### src/ssb_pkg.sv
/*
 Package for the serial status and bit rate block: register offsets,
 status bit positions, reset values and prescaler codes.
 Assumes nothing of its surroundings.
*/
package ssb_pkg;
    localparam logic [3:0] SSB_OFF_STAT0  = 4'h0;
    localparam logic [3:0] SSB_OFF_RATE0  = 4'h1;
    localparam logic [3:0] SSB_OFF_MODE0  = 4'h2;
    localparam logic [3:0] SSB_OFF_STAT1  = 4'h4;
    localparam logic [3:0] SSB_OFF_RATE1  = 4'h5;
    localparam logic [3:0] SSB_OFF_MODE1  = 4'h6;
    localparam int         SSB_BIT_TXE    = 7;
    localparam int         SSB_BIT_RXF    = 6;
    localparam int         SSB_BIT_ORUN   = 5;
    localparam int         SSB_BIT_FRM    = 4;
    localparam int         SSB_BIT_PAR    = 3;
    localparam int         SSB_BIT_TRANSMIT_END_FLAG   = 2;
    localparam int         SSB_BIT_RXMP   = 1;
    localparam int         SSB_BIT_TXMP   = 0;
    localparam logic [7:0] SSB_STAT_RST   = 8'h84;
    localparam logic [7:0] SSB_RATE_RST   = 8'hFF;
    localparam logic [7:0] SSB_MODE_RST   = 8'h00;
    localparam logic [7:0] SSB_BASE_DIV   = 8'h3F;
    localparam logic [1:0] SSB_CH_CNT_M1  = 2'h1;
endpackage

### src/ssb_top.sv
/*
 Serial status flags and bit rate generators for two channels.
 Assumes the frame shifters report receive and transmit events as one
 cycle pulses and that software uses single cycle read and write strobes.
*/
// Added by the designer: the placing of the registers and the strobed register port.
// Contract
// - Only first stop bit checked for framing.
// - Framing error loads data, receive-full untouched.
// - Framing error blocks receive; sync also transmit.
// - Parity mismatch sets parity error bit 3.
// - Parity error cleared by reset or read-then-write-zero.
// - Receive disable keeps parity and framing flags.
// - Parity error loads data, blocks like framing.
// - Transmit end set by reset, disable, last bit.
// - Transmit end cleared with transmit-empty clear.
// - Transmit end is read only.
// - Received multiprocessor bit captured, read only.
// - Receive disable keeps multiprocessor bit.
// - Bit 0 feeds transmit multiprocessor bit.
// - Divider and clock select set bit rate.
// - Divider read-writable, resets to all ones.
// - Each channel has its own rate generator.
// - Transmit-empty set on load, reset, disable.
// - Overrun keeps old data, drops new.
`timescale 1ns/100ps
module ssb_top
    import ssb_pkg::*;
#(
    parameter int CH = 2
)
(
    // System.
    input  wire logic         mclk,
    input  wire logic         sys_rst,
    input  wire logic         standby,
    // Register port.
    input  wire logic [3:0]   reg_addr,
    input  wire logic [7:0]   reg_wdata,
    input  wire logic         reg_wr,
    input  wire logic         reg_rd,
    output logic      [7:0]   reg_rdata,
    // Per-channel control from the rest of the unit.
    input  wire logic [CH-1:0] rx_enable,
    input  wire logic [CH-1:0] tx_enable,
    input  wire logic [CH-1:0] sync_mode,
    input  wire logic [CH-1:0] multiproc_fmt,
    // Receive frame report from the receive shifter.
    input  wire logic [CH-1:0] rx_done,
    input  wire logic [CH-1:0] rx_stop1,
    input  wire logic [CH-1:0] rx_par_bad,
    input  wire logic [CH-1:0] rx_mp_bit,
    input  wire logic [CH*8-1:0] rx_char,
    // Transmit events from the transmit shifter.
    input  wire logic [CH-1:0] tx_load,
    input  wire logic [CH-1:0] tx_last_bit,
    // Outputs to the rest of the unit.
    output logic [CH*8-1:0]   rx_hold,
    output logic [CH-1:0]     rx_blocked,
    output logic [CH-1:0]     tx_blocked,
    output logic [CH-1:0]     tx_mp_out,
    output logic [CH-1:0]     baud_tick,
    output logic [CH-1:0]     tx_empty,
    output logic [CH-1:0]     tx_end
);
    logic [7:0] stat_r  [CH];
    logic [7:0] stat_nxt[CH];
    logic [7:0] seen_r  [CH];
    logic [7:0] seen_nxt[CH];
    logic [7:0] rate_r  [CH];
    logic [7:0] rate_nxt[CH];
    logic [7:0] mode_r  [CH];
    logic [7:0] mode_nxt[CH];
    logic [7:0] hold_r  [CH];
    logic [7:0] hold_nxt[CH];
    logic [7:0] ncnt_r  [CH];
    logic [7:0] ncnt_nxt[CH];
    logic [13:0] pcnt_r  [CH];
    logic [13:0] pcnt_nxt[CH];
    logic [CH-1:0] tick_nxt;
    logic [7:0] rdata_nxt;

    // Prescaler terminal count: 64 times 4 to the power n, minus one.
    function automatic logic [13:0] pre_top(input logic [1:0] n);
        pre_top = 14'({SSB_BASE_DIV, 6'h3F} >> (6 - 2 * int'(n)));
    endfunction

    function automatic logic sel(input logic [3:0] a, input int c,
                                 input logic [3:0] off0,
                                 input logic [3:0] off1);
        sel = (c == 0) ? (a == off0) : (a == off1);
    endfunction

    always_comb
    begin
        rdata_nxt = 8'h00;
        for (int c = 0; c < CH; c++)
        begin
            stat_nxt[c] = stat_r[c];
            seen_nxt[c] = seen_r[c];
            rate_nxt[c] = rate_r[c];
            mode_nxt[c] = mode_r[c];
            hold_nxt[c] = hold_r[c];
            ncnt_nxt[c] = ncnt_r[c];
            pcnt_nxt[c] = pcnt_r[c];
            tick_nxt[c] = 1'b0;
            // Bit rate: prescaler then divider of N plus one.
            if (pcnt_r[c] >= pre_top(mode_r[c][1:0]))
            begin
                pcnt_nxt[c] = 14'h0000;
                if (ncnt_r[c] >= rate_r[c])
                begin
                    ncnt_nxt[c] = 8'h00;
                    tick_nxt[c] = 1'b1;
                end
                else
                    ncnt_nxt[c] = ncnt_r[c] + 8'h01;
            end
            else
                pcnt_nxt[c] = pcnt_r[c] + 14'h0001;
            // Reads record which flags were seen set.
            if (reg_rd && sel(reg_addr, c, SSB_OFF_STAT0, SSB_OFF_STAT1))
            begin
                rdata_nxt = stat_r[c];
                seen_nxt[c] = seen_r[c] | stat_r[c];
            end
            if (reg_rd && sel(reg_addr, c, SSB_OFF_RATE0, SSB_OFF_RATE1))
                rdata_nxt = rate_r[c];
            if (reg_rd && sel(reg_addr, c, SSB_OFF_MODE0, SSB_OFF_MODE1))
                rdata_nxt = mode_r[c];
            if (reg_wr && sel(reg_addr, c, SSB_OFF_RATE0, SSB_OFF_RATE1))
            begin
                rate_nxt[c] = reg_wdata;
                ncnt_nxt[c] = 8'h00;
            end
            if (reg_wr && sel(reg_addr, c, SSB_OFF_MODE0, SSB_OFF_MODE1))
                mode_nxt[c] = {6'h00, reg_wdata[1:0]};
            // Status write: clear only flags seen set, zero written.
            if (reg_wr && sel(reg_addr, c, SSB_OFF_STAT0, SSB_OFF_STAT1))
            begin
                for (int b = SSB_BIT_PAR; b <= SSB_BIT_TXE; b++)
                    if (!reg_wdata[b] && seen_r[c][b])
                    begin
                        stat_nxt[c][b] = 1'b0;
                        seen_nxt[c][b] = 1'b0;
                    end
                if (!reg_wdata[SSB_BIT_TXE] && seen_r[c][SSB_BIT_TXE])
                    stat_nxt[c][SSB_BIT_TRANSMIT_END_FLAG] = 1'b0;
                stat_nxt[c][SSB_BIT_TXMP] = reg_wdata[SSB_BIT_TXMP];
            end
            // Hardware events win over software clears.
            if (tx_load[c])
                stat_nxt[c][SSB_BIT_TXE] = 1'b1;
            if (tx_last_bit[c] && stat_r[c][SSB_BIT_TXE])
                stat_nxt[c][SSB_BIT_TRANSMIT_END_FLAG] = 1'b1;
            if (!tx_enable[c])
            begin
                stat_nxt[c][SSB_BIT_TXE] = 1'b1;
                stat_nxt[c][SSB_BIT_TRANSMIT_END_FLAG] = 1'b1;
            end
            // Receive disable leaves error and multiprocessor flags.
            if (rx_done[c] && rx_enable[c] && !rx_blocked[c])
            begin
                if (stat_r[c][SSB_BIT_RXF])
                    stat_nxt[c][SSB_BIT_ORUN] = 1'b1;
                else
                begin
                    hold_nxt[c] = rx_char[c*8 +: 8];
                    if (!sync_mode[c] && multiproc_fmt[c])
                        stat_nxt[c][SSB_BIT_RXMP] = rx_mp_bit[c];
                    if (!sync_mode[c] && !rx_stop1[c])
                        stat_nxt[c][SSB_BIT_FRM] = 1'b1;
                    if (!sync_mode[c] && rx_par_bad[c])
                        stat_nxt[c][SSB_BIT_PAR] = 1'b1;
                    if (sync_mode[c] || (rx_stop1[c] && !rx_par_bad[c]))
                        stat_nxt[c][SSB_BIT_RXF] = 1'b1;
                end
            end
        end
    end

    always_ff @(posedge mclk)
    begin
        if (sys_rst || standby)
        begin
            for (int c = 0; c < CH; c++)
            begin
                stat_r[c] <= SSB_STAT_RST;
                seen_r[c] <= 8'h00;
                rate_r[c] <= SSB_RATE_RST;
                mode_r[c] <= SSB_MODE_RST;
                hold_r[c] <= 8'h00;
                ncnt_r[c] <= 8'h00;
                pcnt_r[c] <= 14'h0000;
            end
            baud_tick <= '0;
            reg_rdata <= 8'h00;
        end
        else
        begin
            stat_r    <= stat_nxt;
            seen_r    <= seen_nxt;
            rate_r    <= rate_nxt;
            mode_r    <= mode_nxt;
            hold_r    <= hold_nxt;
            ncnt_r    <= ncnt_nxt;
            pcnt_r    <= pcnt_nxt;
            baud_tick <= tick_nxt;
            reg_rdata <= rdata_nxt;
        end
    end

    // Derived outputs, taken from flip-flops; tx_blocked is also gated by the sync_mode input.
    always_comb
    begin
        for (int c = 0; c < CH; c++)
        begin
            rx_hold[c*8 +: 8] = hold_r[c];
            rx_blocked[c] = |stat_r[c][SSB_BIT_ORUN:SSB_BIT_PAR];
            tx_blocked[c] = sync_mode[c] && rx_blocked[c];
            tx_mp_out[c]  = stat_r[c][SSB_BIT_TXMP];
            tx_empty[c]   = stat_r[c][SSB_BIT_TXE];
            tx_end[c]     = stat_r[c][SSB_BIT_TRANSMIT_END_FLAG];
        end
    end

    chk_rate_reset: assert property (@(posedge mclk)
        $past(sys_rst) |-> rate_r[0] == SSB_RATE_RST)
        else $error("Divider not all ones after reset.");
    chk_transmit_end_flag_ro: assert property (@(posedge mclk) disable iff (sys_rst)
        (reg_wr && reg_addr == SSB_OFF_STAT0 && reg_wdata[SSB_BIT_TRANSMIT_END_FLAG]
         && !stat_r[0][SSB_BIT_TRANSMIT_END_FLAG] && tx_enable[0] && !tx_last_bit[0])
        |=> !stat_r[0][SSB_BIT_TRANSMIT_END_FLAG])
        else $error("Transmit end was written.");
    chk_perr_set: assert property (@(posedge mclk) disable iff (sys_rst)
        (rx_done[0] && rx_enable[0] && !rx_blocked[0] && !sync_mode[0]
         && rx_par_bad[0] && !stat_r[0][SSB_BIT_RXF] && !standby)
        |=> stat_r[0][SSB_BIT_PAR] && !stat_r[0][SSB_BIT_RXF])
        else $error("Parity error not flagged.");
    chk_ovr_keep: assert property (@(posedge mclk) disable iff (sys_rst)
        (rx_done[0] && rx_enable[0] && !rx_blocked[0]
         && stat_r[0][SSB_BIT_RXF] && !standby)
        |=> stat_r[0][SSB_BIT_ORUN] && $stable(hold_r[0]))
        else $error("Overrun did not keep old data.");
    chk_txe_dis: assert property (@(posedge mclk) disable iff (sys_rst)
        (!tx_enable[0] && !standby) |=> tx_empty[0] && tx_end[0])
        else $error("Disable did not set empty and end.");

    chk_frm_load: assert property (@(posedge mclk) disable iff (sys_rst)
        (rx_done[0] && rx_enable[0] && !rx_blocked[0] && !sync_mode[0]
         && !rx_stop1[0] && !stat_r[0][SSB_BIT_RXF] && !standby)
        |=> stat_r[0][SSB_BIT_FRM] && !stat_r[0][SSB_BIT_RXF]
            && hold_r[0] == $past(rx_char[7:0]))
        else $error("Framing error did not load data alone.");

    chk_rx_block: assert property (@(posedge mclk) disable iff (sys_rst)
        (rx_blocked[0] && rx_done[0] && !standby)
        |=> $stable(hold_r[0]))
        else $error("Blocked receiver took a frame.");

    chk_rxdis_keep: assert property (@(posedge mclk) disable iff (sys_rst)
        (!rx_enable[0] && !standby
         && !(reg_wr && reg_addr == SSB_OFF_STAT0))
        |=> $stable(stat_r[0][SSB_BIT_FRM:SSB_BIT_PAR])
            && $stable(stat_r[0][SSB_BIT_RXMP]))
        else $error("Receive disable changed error flags.");

    chk_transmit_end_flag_clr: assert property (@(posedge mclk) disable iff (sys_rst)
        (reg_wr && reg_addr == SSB_OFF_STAT0 && !reg_wdata[SSB_BIT_TXE]
         && seen_r[0][SSB_BIT_TXE] && tx_enable[0] && !tx_last_bit[0]
         && !standby)
        |=> !tx_end[0])
        else $error("Transmit end not cleared with empty flag.");

    chk_mpt_wr: assert property (@(posedge mclk) disable iff (sys_rst)
        (reg_wr && reg_addr == SSB_OFF_STAT0 && !standby)
        |=> tx_mp_out[0] == $past(reg_wdata[SSB_BIT_TXMP]))
        else $error("Transmit multiprocessor bit not written.");

    chk_rate_wr: assert property (@(posedge mclk) disable iff (sys_rst)
        (reg_wr && reg_addr == SSB_OFF_RATE0 && !standby)
        |=> rate_r[0] == $past(reg_wdata))
        else $error("Divider write did not land.");

    chk_mp_ro: assert property (@(posedge mclk) disable iff (sys_rst)
        (reg_wr && reg_addr == SSB_OFF_STAT0 && !rx_done[0] && !standby)
        |=> $stable(stat_r[0][SSB_BIT_RXMP]))
        else $error("Received multiprocessor bit was written.");

    chk_tick_pulse: assert property (@(posedge mclk) disable iff (sys_rst)
        (baud_tick[0] && !standby)
        |=> !baud_tick[0])
        else $error("Rate tick lasted more than one cycle.");

    chk_txe_load: assert property (@(posedge mclk) disable iff (sys_rst)
        (tx_load[0] && !standby)
        |=> tx_empty[0])
        else $error("Load did not set transmit empty.");
endmodule

### config.mk
export PLATFORM = sky130hd
export DESIGN_NAME = ssb_top
export DESIGN_NICKNAME = d
export VERILOG_FILES = /design/src/ssb_pkg.sv /design/src/ssb_top.sv
export SDC_FILE = /design/constraint.sdc
export NUM_CORES = 1
export LEC_CHECK = 0
export BUFFER_PORTS_ARGS = -buffer_cell sky130_fd_sc_hd__buf_4
export CAP_MARGIN = 15
export CORE_ASPECT_RATIO = 0.7
export CORE_MARGIN = 1
export CORE_UTILIZATION = 57
export CTS_CLUSTER_SIZE = 14
export DETAILED_ROUTE_END_ITERATION = 16
export GPL_TIMING_DRIVEN = 0
export PLACE_DENSITY = 0.76
export SYNTH_ARGS = -nofsm -noshare
export SYNTH_HDL_FRONTEND = slang
export SYNTH_SLANG_ARGS = --single-unit
### constraint.sdc
create_clock -name mclk -period 2.2 [get_ports mclk]
set_input_delay 0.11 -clock mclk [delete_from_list [all_inputs] [get_ports mclk]]
set_output_delay 0.11 -clock mclk [all_outputs]
set_load 0.005 [all_outputs]
==> results of run 1 <==
[sequential cells by signal, summed over array words and instances (netlist names)]
| signal | count |
|---|---|
| seen_r | 10 |
| rate_r | 16 |
| rx_hold | 16 |
| pcnt_r | 28 |
| tx_end | 2 |
| stat_r | 10 |
| reg_rdata | 8 |
| tx_mp_out | 2 |
| ncnt_r | 16 |
| tx_empty | 2 |
| mode_r | 4 |
| baud_tick | 2 |
[cells in the final DEF (no fill, tap or decap), types with 12 or more instances in the layout]
cell / instances
a21oi_1: 26
a31oi_1: 13
buf_4: 99
clkbuf_16: 17
dfxtp_1: 115
dlygate4sd3_1: 35
ha_1: 32
inv_1: 30
mux2i_1: 25
nand2_1: 57
nand3_1: 35
nor2_1: 50
nor3_1: 15
nor3_2: 17
o211ai_1: 25
o221ai_1: 12
xor2_1: 17
[how the worst min path moves through the flow]
stage                       end  cells after the start
floorplan           tx_empty[0]                      1
global route         stat_r[12]                      3
CTS                  stat_r[12]                      3
global placement    tx_empty[1]                      2
detailed placement  tx_empty[0]                      2
finish               stat_r[12]                      3
[worst max-delay path, stage by stage, from the launching register on]
cell and delay [ns]:
dfxtp_1 0.36, or3_4 0.42, nor3_4 0.23, buf_6 0.20
nand3b_1 0.10, dlygate4sd3_1 0.59, a21oi_1 0.14
[final cells by class]
type                            count  area (um2)
Clock buffer                       19         453
Clock inverter                     13         158
Fill cell                         675        2120
Sequential cell                   116        2320
Buffer                             32         190
Inverter                           30         113
Tap cell                          128         160
Multi-Input combinational cell    465        3310
Timing Repair Buffer              127        1040
[where the power goes]
group          switching, mW  internal (mW)  total, mW  leakage (nW)
Combinational          0.191          0.187      0.378          1.88
Clock                   1.01           1.83       2.85         0.291
Sequential            0.0180           2.12       2.14         0.938
Total                   1.22           4.14       5.37          3.11
[repair_timing]
item / CTS / global route
setup buffers: 0 / 4
endpoints found under the hold margin: 38 / 0
setup endpoints to repair: 6 / 27
hold buffers: 35 / 0
pin swaps: 0 / 3
resized for setup: 1 / 4
cloned: 0 / 0
[cell families after synthesis]
group           synth area share (%)
other cells                   0.0635
fa+ha+maj                       6.78
buf+inv                         5.02
compound gates                  17.6
flops                           39.3
mux                             4.23
xor+xnor                        3.26
simple gates                    23.7
[metrics by stage]
step	setup WS, ns	area (um2)
finish	0.0889	7750
global route	0.00524	7750
CTS	0.0238	7710
detailed placement	0.000267	6730
global placement	0.106	6730
floorplan	0.339	5910
[per-layer routing]
metal	vias up	share of wire [%]	track usage, %
li1	2639	-	-
met1	2655	45	42.1
met2	183	47	52.1
met3	33	5.9	6.94
met4	0	1.8	11.4
met5	-	0	0
==> flow_summary.ini, run 1 <==
[route]
post_drt_wl_per_cell_um = 17.6
drtIter0Drc = 369
final_antenna_net_count = 0
via_per_inst = 5.92
dr.pass1.iters = 7
vias = 5510
remaining_drc_errors = 0
routed_wl_um = 16400

[clock_tree]
cts_sinks = 116
cts_root_buffer = clkbuf_16
cts_made_buffers = 17
htreeDepth = 4
cts.path.max_buffers = 2
clk_pin_slew_ns = 0.05
cts_tree = built
clk_latency_ns = 0.42

[power]
peakVddDrop_mv = 0.618
p_leak_nw = 3.11
fin_total_pwr_mw = 5.37
power_density_nw_per_um2 = 692

[timing]
fmax_mhz = 474
max_slew_margin_pct = 43.5
rsz0062_at_grt = no
min_period_over_period_pct = 96.0
fin_hold_ws_ns = 0.00754
slew_viol_final = 0
tightest_slew_ns = 0.847
fin_skew_ns = 0.00599
hold_viol_final = 0
setup_viol = 0
min_period_ns = 2.11
timing.setup.tns_ns = 0

[grt]
antenna_found_initial = 0
grt_pass1_vias = 5244
overflow = 0
grt_usage_pct = 32.1
grt_max_degree = 17
grt_pass1_wl_um = 26300

[synth]
syn_area_per_cell_um2 = 9.20
yosysMostFrequentCell = dfxtp_1
synth_cell_type_count = 64
syn_inst = 642
yosys_register_bits = 116
ys_top_cells_by_area = dfxtp_1 (39%), ha_1 (6.8%), mux2i_1 (4.2%), nand2_1 (3.6%), nor2_1 (3.2%)
synth-async-reset-ratio_pct = 0
yosys.area.top_type_share_pct = 39.3
netlist_top_cells_count = dfxtp_1 (116), nand2_1 (57), nor2_1 (50)
yosysWarnings = 0
synth_top_area_cell = dfxtp_1
ys_seq_area_share_pct = 39.3
netlist_area_um2 = 5910
synth_edf_count = 0
synthFlopType = dfxtp_1

[job]
maxCapViolCount = 0

[worst_setup_path]
crit_required_ns = 2.54
startpoint_type = flop
crit_end = stat_r[3]
endpoint_kind = flop
r2r_end = stat_r[3]
worstPathMaxFanout = 10
path_class = reg -> reg
startpoint = stat_r[4]
r2r_cells = 6
r2r_start = stat_r[4]
r2r_slack_ns = 0.09
arrival_ns = 2.45

[floorplan]
ios = 89
die_w_um = 124
die_y_um = 87.2
start_util_pct = 59.9
core_um2 = 9870
fp-row-count = 30
die_area_um2 = 10800

[min_path]
worst_hold_path_type = in -> reg
min-delay-start = sync_mode[0]

[finish]
final_util_pct = 78.5
diodes = 0
nNetsFinal = 874
drive_gt1_share_pct = 23.2
final_cells = 930
area.growth.synth_to_final_pct = 31.1

[placement]
placedCellCount = 859
dp_hpwl_um = 11500
port_buffers = 88
gp_congestion = 0.819

[outcome]
outcome = finished clean
(Power assumes the default switching activity.)
==> run 2: changes to the inputs <==
--- a/config.mk
+++ b/config.mk
@@ -5,6 +5,7 @@
 export SDC_FILE = /design/constraint.sdc
 export NUM_CORES = 1
 export LEC_CHECK = 0
+export ABC_AREA = 1
 export BUFFER_PORTS_ARGS = -buffer_cell sky130_fd_sc_hd__buf_4
 export CAP_MARGIN = 15
 export CORE_ASPECT_RATIO = 0.7
==> flow_summary.ini, run 2 <==
[finish]
largest_reg_flops = 28
nNetsFinal = 1009
area.growth.synth_to_final_pct = 31.3
finalInstanceArea_um2 = 7420
diodes = 0
final_common_cell = nand2_1
top_register = pcnt_r
final_cell_mix = nand2_1 (189), dfxtp_1 (116), nor2_1 (112)
nFillCells = 662
drive_gt1_share_pct = 17.7

[timing]
timing.setup.tns_ns = 0
fmax_mhz = 505
hold_viol_final = 0
min_period_over_period_pct = 90.1
max_slew_margin_pct = 53.0
tightest_slew_ns = 0.702
setup_ws_ns = 0.218
fin_hold_ws_ns = 0.0187
setup_viol = 0
fin_skew_ns = 0.00695
rsz0062_at_grt = no
min_period_ns = 1.98
slew_viol_final = 0

[placement]
pre_cts_slack_ns = 0.269
gp_congestion = 0.906
dp_hpwl_um = 11000
place_area_um2 = 6470
port_buffers = 88

[grt]
grt_usage_pct = 32.1
grt_pass1_wl_um = 25800
grt_max_degree = 17
antenna_found_initial = 0
grt_pass1_vias = 5509
overflow = 0

[synth]
synth_compound_area_share_pct = 10.3
yosysWarnings = 0
muxShareOfSynthArea_pct = 0
synthFlopType = dfxtp_1
ys_seq_area_share_pct = 41.1
synth_cell_type_count = 41
synth_top_area_cell = dfxtp_1
synth_edf_count = 0
netlist_top_cells_count = nand2_1 (189), dfxtp_1 (116), nor2_1 (112)
synthXorXnorAreaFrac_pct = 1.86
syn_inst = 774
yosys_register_bits = 116
syn_area_per_cell_um2 = 7.30
synth-async-reset-ratio_pct = 0
synth_top_family_by_area = simple AND/OR/NAND/NOR gates
yosysMostFrequentCell = nand2_1
yosys.area.top_type_share_pct = 41.1
ys_top_cells_by_area = dfxtp_1 (41%), nand2_1 (13%), nor2_1 (7.4%), ha_1 (7.1%), inv_1 (6.1%)
synth-simple-area-share_pct = 30.8
netlist_area_um2 = 5650
synth-adder-area-share_pct = 7.08

[clock_tree]
cts.path.max_buffers = 2
cts_made_buffers = 17
clk_pin_slew_ns = 0.05
cts_root_buffer = clkbuf_16
htreeDepth = 4
clk_latency_ns = 0.41
cts_tree = built
cts_sinks = 116

[worst_setup_path]
startpoint_type = flop
r2r_start = mode_r[1]
r2r_cells = 12
endpoint_kind = flop
worstPathMaxFanout = 10
crit_required_ns = 2.54
r2r_end = pcnt_r[5]
startpoint = mode_r[1]
arrival_ns = 2.32
path_class = reg -> reg
crit_end = pcnt_r[5]
r2r_slack_ns = 0.22

[floorplan]
start_util_pct = 60.6
die_w_um = 121
die_area_um2 = 10300
core_um2 = 9330
die_y_um = 85.3
ios = 89
fp-row-count = 29

[power]
power_density_nw_per_um2 = 677
peakVddDrop_mv = 0.603
p_leak_nw = 3.43

[min_path]
worst_hold_path_type = in -> reg

[job]
maxCapViolCount = 0

[route]
vias = 5613
dr.pass1.iters = 5
final_antenna_net_count = 0
via_per_inst = 5.30
remaining_drc_errors = 0
drtIter0Drc = 332
routed_wl_um = 15600
post_drt_wl_per_cell_um = 14.7

[outcome]
outcome = finished clean
run 2: cell types whose count changed after synthesis, moves of 10 or more:
cell / change
nand2_1: +132
nor3_2: -14
o21ai_0: +23
inv_1: +62
a31oi_1: -12
mux2i_1: -25
o221ai_1: -12
o211ai_1: -18
a21oi_1: +24
nor2_1: +62
a22oi_1: -11
nor3_1: -10
run 2: worst max-delay path, stage by stage (launching register included):
cell and delay [ns]:
dfxtp_1 0.40, inv_1 0.12, ha_1 0.32, nand2_1 0.09
inv_1 0.04, nand2_1 0.06, nand2_1 0.05, nand2_1 0.08
nand3_2 0.18, inv_2 0.14, nand2_2 0.09, buf_4 0.22
a21oi_1 0.13
run 2: repair_timing:
item	CTS	global route
setup endpoints to repair	0	1
hold buffers	39	0
endpoints found under the hold margin	42	0
gates resized for setup	0	1
buffers inserted	0	3
run 2: per-layer routing:
metal	global-route usage [%]	part of all wire (%)	vias to the layer above
met5	0	0	-
met4	12.0	2.1	0
met3	7.39	6.8	35
met2	52.6	46	204
met1	41.3	45	2588
li1	-	-	2786
run 2: area by class of cell:
type | instances | area, um2 | area share [%]
plain buffers | 22 | 145 | 1.96
clock buffers | 20 | 447 | 6.02
multi-input cells | 542 | 2830 | 38.1
clock inverters | 11 | 87.6 | 1.18
well taps | 124 | 155 | 2.09
flip-flops and latches | 116 | 2320 | 31.3
inverters | 95 | 360 | 4.86
repair buffers | 130 | 1070 | 14.5
run 2: kinds of logic after synthesis:
group,Yosys count
adders and majority gates,32
and+or+nand+nor,393
AOI/OAI and AO/OA,103
xor gates and xnor gates,12
other,1
DFF,116
buffers and inverters,117
run 2: how the worst min path moves through the flow:
stage,from,cells after the start,to,slack [ns]
after floorplan,tx_load[0],2,tx_empty[0],0.22
after detailed placement,tx_load[1],3,tx_empty[1],0.31
after global placement,tx_load[0],3,tx_empty[0],0.31
after global routing,rx_par_bad[1],3,stat_r[3],0.02
after CTS,rx_par_bad[1],3,stat_r[3],0.01
final,tx_enable[1],4,tx_end[1],0.02
run 2: report_power, final:
group          total, mW  switching (mW)  internal [mW]
Sequential          2.15          0.0177           2.13
Combinational      0.383           0.199          0.184
Clock               2.49           0.938           1.55
Total               5.02            1.16           3.87
run 2: stage by stage:
| step | instances | total power, mW | util (%) |
|---|---|---|---|
| 6_report | 1060 | 5.02 | 79.6 |
| 3_5_place_dp | 987 | 2.50 | 69.4 |
| 4_1_cts | 1057 | 5.02 | 79.3 |
| 5_1_grt | 1060 | 5.18 | 79.6 |
| 2_1_floorplan | 775 | 2.34 | - |
| 3_3_place_gp | 987 | 2.49 | 69.4 |
==> run 3: changes to the inputs <==
--- a/config.mk
+++ b/config.mk
@@ -8,13 +8,16 @@
 export ABC_AREA = 1
 export BUFFER_PORTS_ARGS = -buffer_cell sky130_fd_sc_hd__buf_4
 export CAP_MARGIN = 15
+export CELL_PAD_IN_SITES_DETAIL_PLACEMENT = 0
+export CELL_PAD_IN_SITES_GLOBAL_PLACEMENT = 2
 export CORE_ASPECT_RATIO = 0.7
 export CORE_MARGIN = 1
-export CORE_UTILIZATION = 57
+export CORE_UTILIZATION = 32
 export CTS_CLUSTER_SIZE = 14
 export DETAILED_ROUTE_END_ITERATION = 16
 export GPL_TIMING_DRIVEN = 0
-export PLACE_DENSITY = 0.76
+export PLACE_DENSITY = 0.75
+export SLEW_MARGIN = 20
 export SYNTH_ARGS = -nofsm -noshare
 export SYNTH_HDL_FRONTEND = slang
 export SYNTH_SLANG_ARGS = --single-unit
==> flow_summary.ini, run 3 (synthesis results as in run 2) <==
[grt]
grt_usage_pct = 18.2
overflow = 0
grt_pass1_vias = 5151
grt_max_degree = 17
antenna_found_initial = 0
grt_pass1_wl_um = 25800

[timing]
max_slew_margin_pct = 55.3
setup_viol = 0
min_period_over_period_pct = 89.3
tightest_slew_ns = 0.670
fmax_mhz = 509
hold_viol_final = 0
fin_hold_ws_ns = 0.0120
rsz0062_at_grt = no
timing.setup.tns_ns = 0
fin_skew_ns = 0.00688
slew_viol_final = 0
min_period_ns = 1.97

[worst_setup_path]
slowest_delay_ns = 0.38
path_class = reg -> reg
cpMostUsedCell = nand2_1
r2r_end = ncnt_r[13]
cp_cell_sequence = nand2_1, ha_1, nand2_1, nor2_1, nand2_1, nand3_4, nand2_1, nand2_1, nor2_1
startpoint_type = flop
arrival_ns = 2.27
slowest_stage = dfxtp_1
r2r_slack_ns = 0.23
crit_required_ns = 2.50
worstPathMaxFanout = 7
r2r_cells = 9
endpoint_kind = flop
r2r_start = mode_r[9]

[finish]
finalInstanceArea_um2 = 7580
nNetsFinal = 1008
diodes = 0
drive_gt1_share_pct = 17.3
final_common_cell = nand2_1
final_cell_mix = nand2_1 (189), dfxtp_1 (116), nor2_1 (112)
area.growth.synth_to_final_pct = 34.2
largest_reg_flops = 28
top_register = pcnt_r
nFillCells = 1797

[floorplan]
start_util_pct = 32.8
die_y_um = 113
ios = 89
fp-row-count = 40
die_w_um = 161
core_um2 = 17200
die_area_um2 = 18200

[power]
fin_total_pwr_mw = 5.23
pwr-share-comb_pct = 7.1
peakVddDrop_mv = 0.373
p_leak_nw = 3.44
power_density_nw_per_um2 = 689
p_int_mw = 4.02
switching_power_mw = 1.21
switching_share_pct = 23.2
clockPowerShare_pct = 51.8
seqPwrFrac_pct = 41.0

[route]
routed_wl_um = 15600
via_per_inst = 4.55
dr.pass1.iters = 5
final_antenna_net_count = 0
remaining_drc_errors = 0
post_drt_wl_per_cell_um = 13.4
drtIter0Drc = 243
vias = 5305

[clock_tree]
cts_root_buffer = clkbuf_16
clk_latency_ns = 0.42
cts_tree = built
cts_setup_buffers = 0
cts_made_buffers = 17
cts_sinks = 116
htreeDepth = 4
clk_pin_slew_ns = 0.06
cts.path.max_buffers = 2

[placement]
place_area_um2 = 6610
port_buffers = 88
dp_hpwl_um = 11900
gp_congestion = 0.794

[min_path]
worst_hold_path_type = in -> reg
hold_end = mode_r[0]
min-delay-start = reg_wr
min_path_cells = 3

[outcome]
outcome = finished clean

[job]
maxCapViolCount = 0
## run 3: layout make-up
| cell class | instances | area [um2] | area share (%) |
|---|---|---|---|
| Tap cell | 231 | 289 | 3.81 |
| Timing Repair Buffer | 129 | 1070 | 14.1 |
| Sequential cell | 116 | 2320 | 30.6 |
| Multi-Input combinational cell | 542 | 2830 | 37.3 |
| Inverter | 95 | 357 | 4.70 |
| Clock buffer | 21 | 460 | 6.07 |
| Clock inverter | 10 | 108 | 1.42 |
| Buffer | 22 | 145 | 1.91 |
## run 3: worst max-delay path by stage
stage                     slack (ns)      start  depth (start not counted)    endpoint
after global placement          0.23  mode_r[9]                          9  ncnt_r[13]
after floorplan                 0.59  mode_r[9]                          9  ncnt_r[13]
after CTS                       0.22  mode_r[9]                          9  ncnt_r[13]
after detailed placement        0.22  mode_r[9]                          9  ncnt_r[13]
final                           0.23  mode_r[9]                          9  ncnt_r[13]
after global routing            0.03  mode_r[9]                         11  ncnt_r[12]
## run 3: per-layer routing
layer | vias up | global-route usage [%] | routed length, um | part of all wire [%]
li1 | 2790 | - | - | -
met1 | 2418 | 25.7 | 8210 | 53
met2 | 87 | 27.0 | 6520 | 42
met3 | 10 | 4.33 | 707 | 4.5
met4 | 0 | 6.04 | 150 | 0.96
met5 | - | 0 | 0 | 0
## run 3: worst max-delay path: cells and delay by family, from the launching register on
family	cells	cell delay [ns]
adders and majority gates	1	0.30
DFF	1	0.38
and+or+nand+nor	8	1.16
## run 3: metrics by stage
step / worst slack (ns) / std cells / utilization, %
2_1_floorplan: 0.591 / 775 / -
3_3_place_gp: 0.226 / 1094 / 38.4
5_1_grt: 0.0322 / 1166 / 44.0
6_report: 0.235 / 1166 / 44.0
4_1_cts: 0.215 / 1166 / 44.0
3_5_place_dp: 0.220 / 1094 / 38.4
## run 3: repair_timing
action                     4_1_cts  5_1_grt
hold endpoints to repair        43        0
hold buffers                    41        0
resized for setup                0        0
setup endpoints to repair        0        0
## run 3: power by group through the flow
| stage | clock network (mW) | logic, mW | registers, mW |
|---|---|---|---|
| 4_1_cts | 2.77 | 0.376 | 2.14 |
| 3_3_place_gp | 0 | 0.319 | 2.19 |
| 6_report | 2.71 | 0.373 | 2.15 |
| 2_1_floorplan | 0 | 0.154 | 2.19 |
| 3_5_place_dp | 0 | 0.320 | 2.19 |
| 5_1_grt | 2.86 | 0.415 | 2.15 |
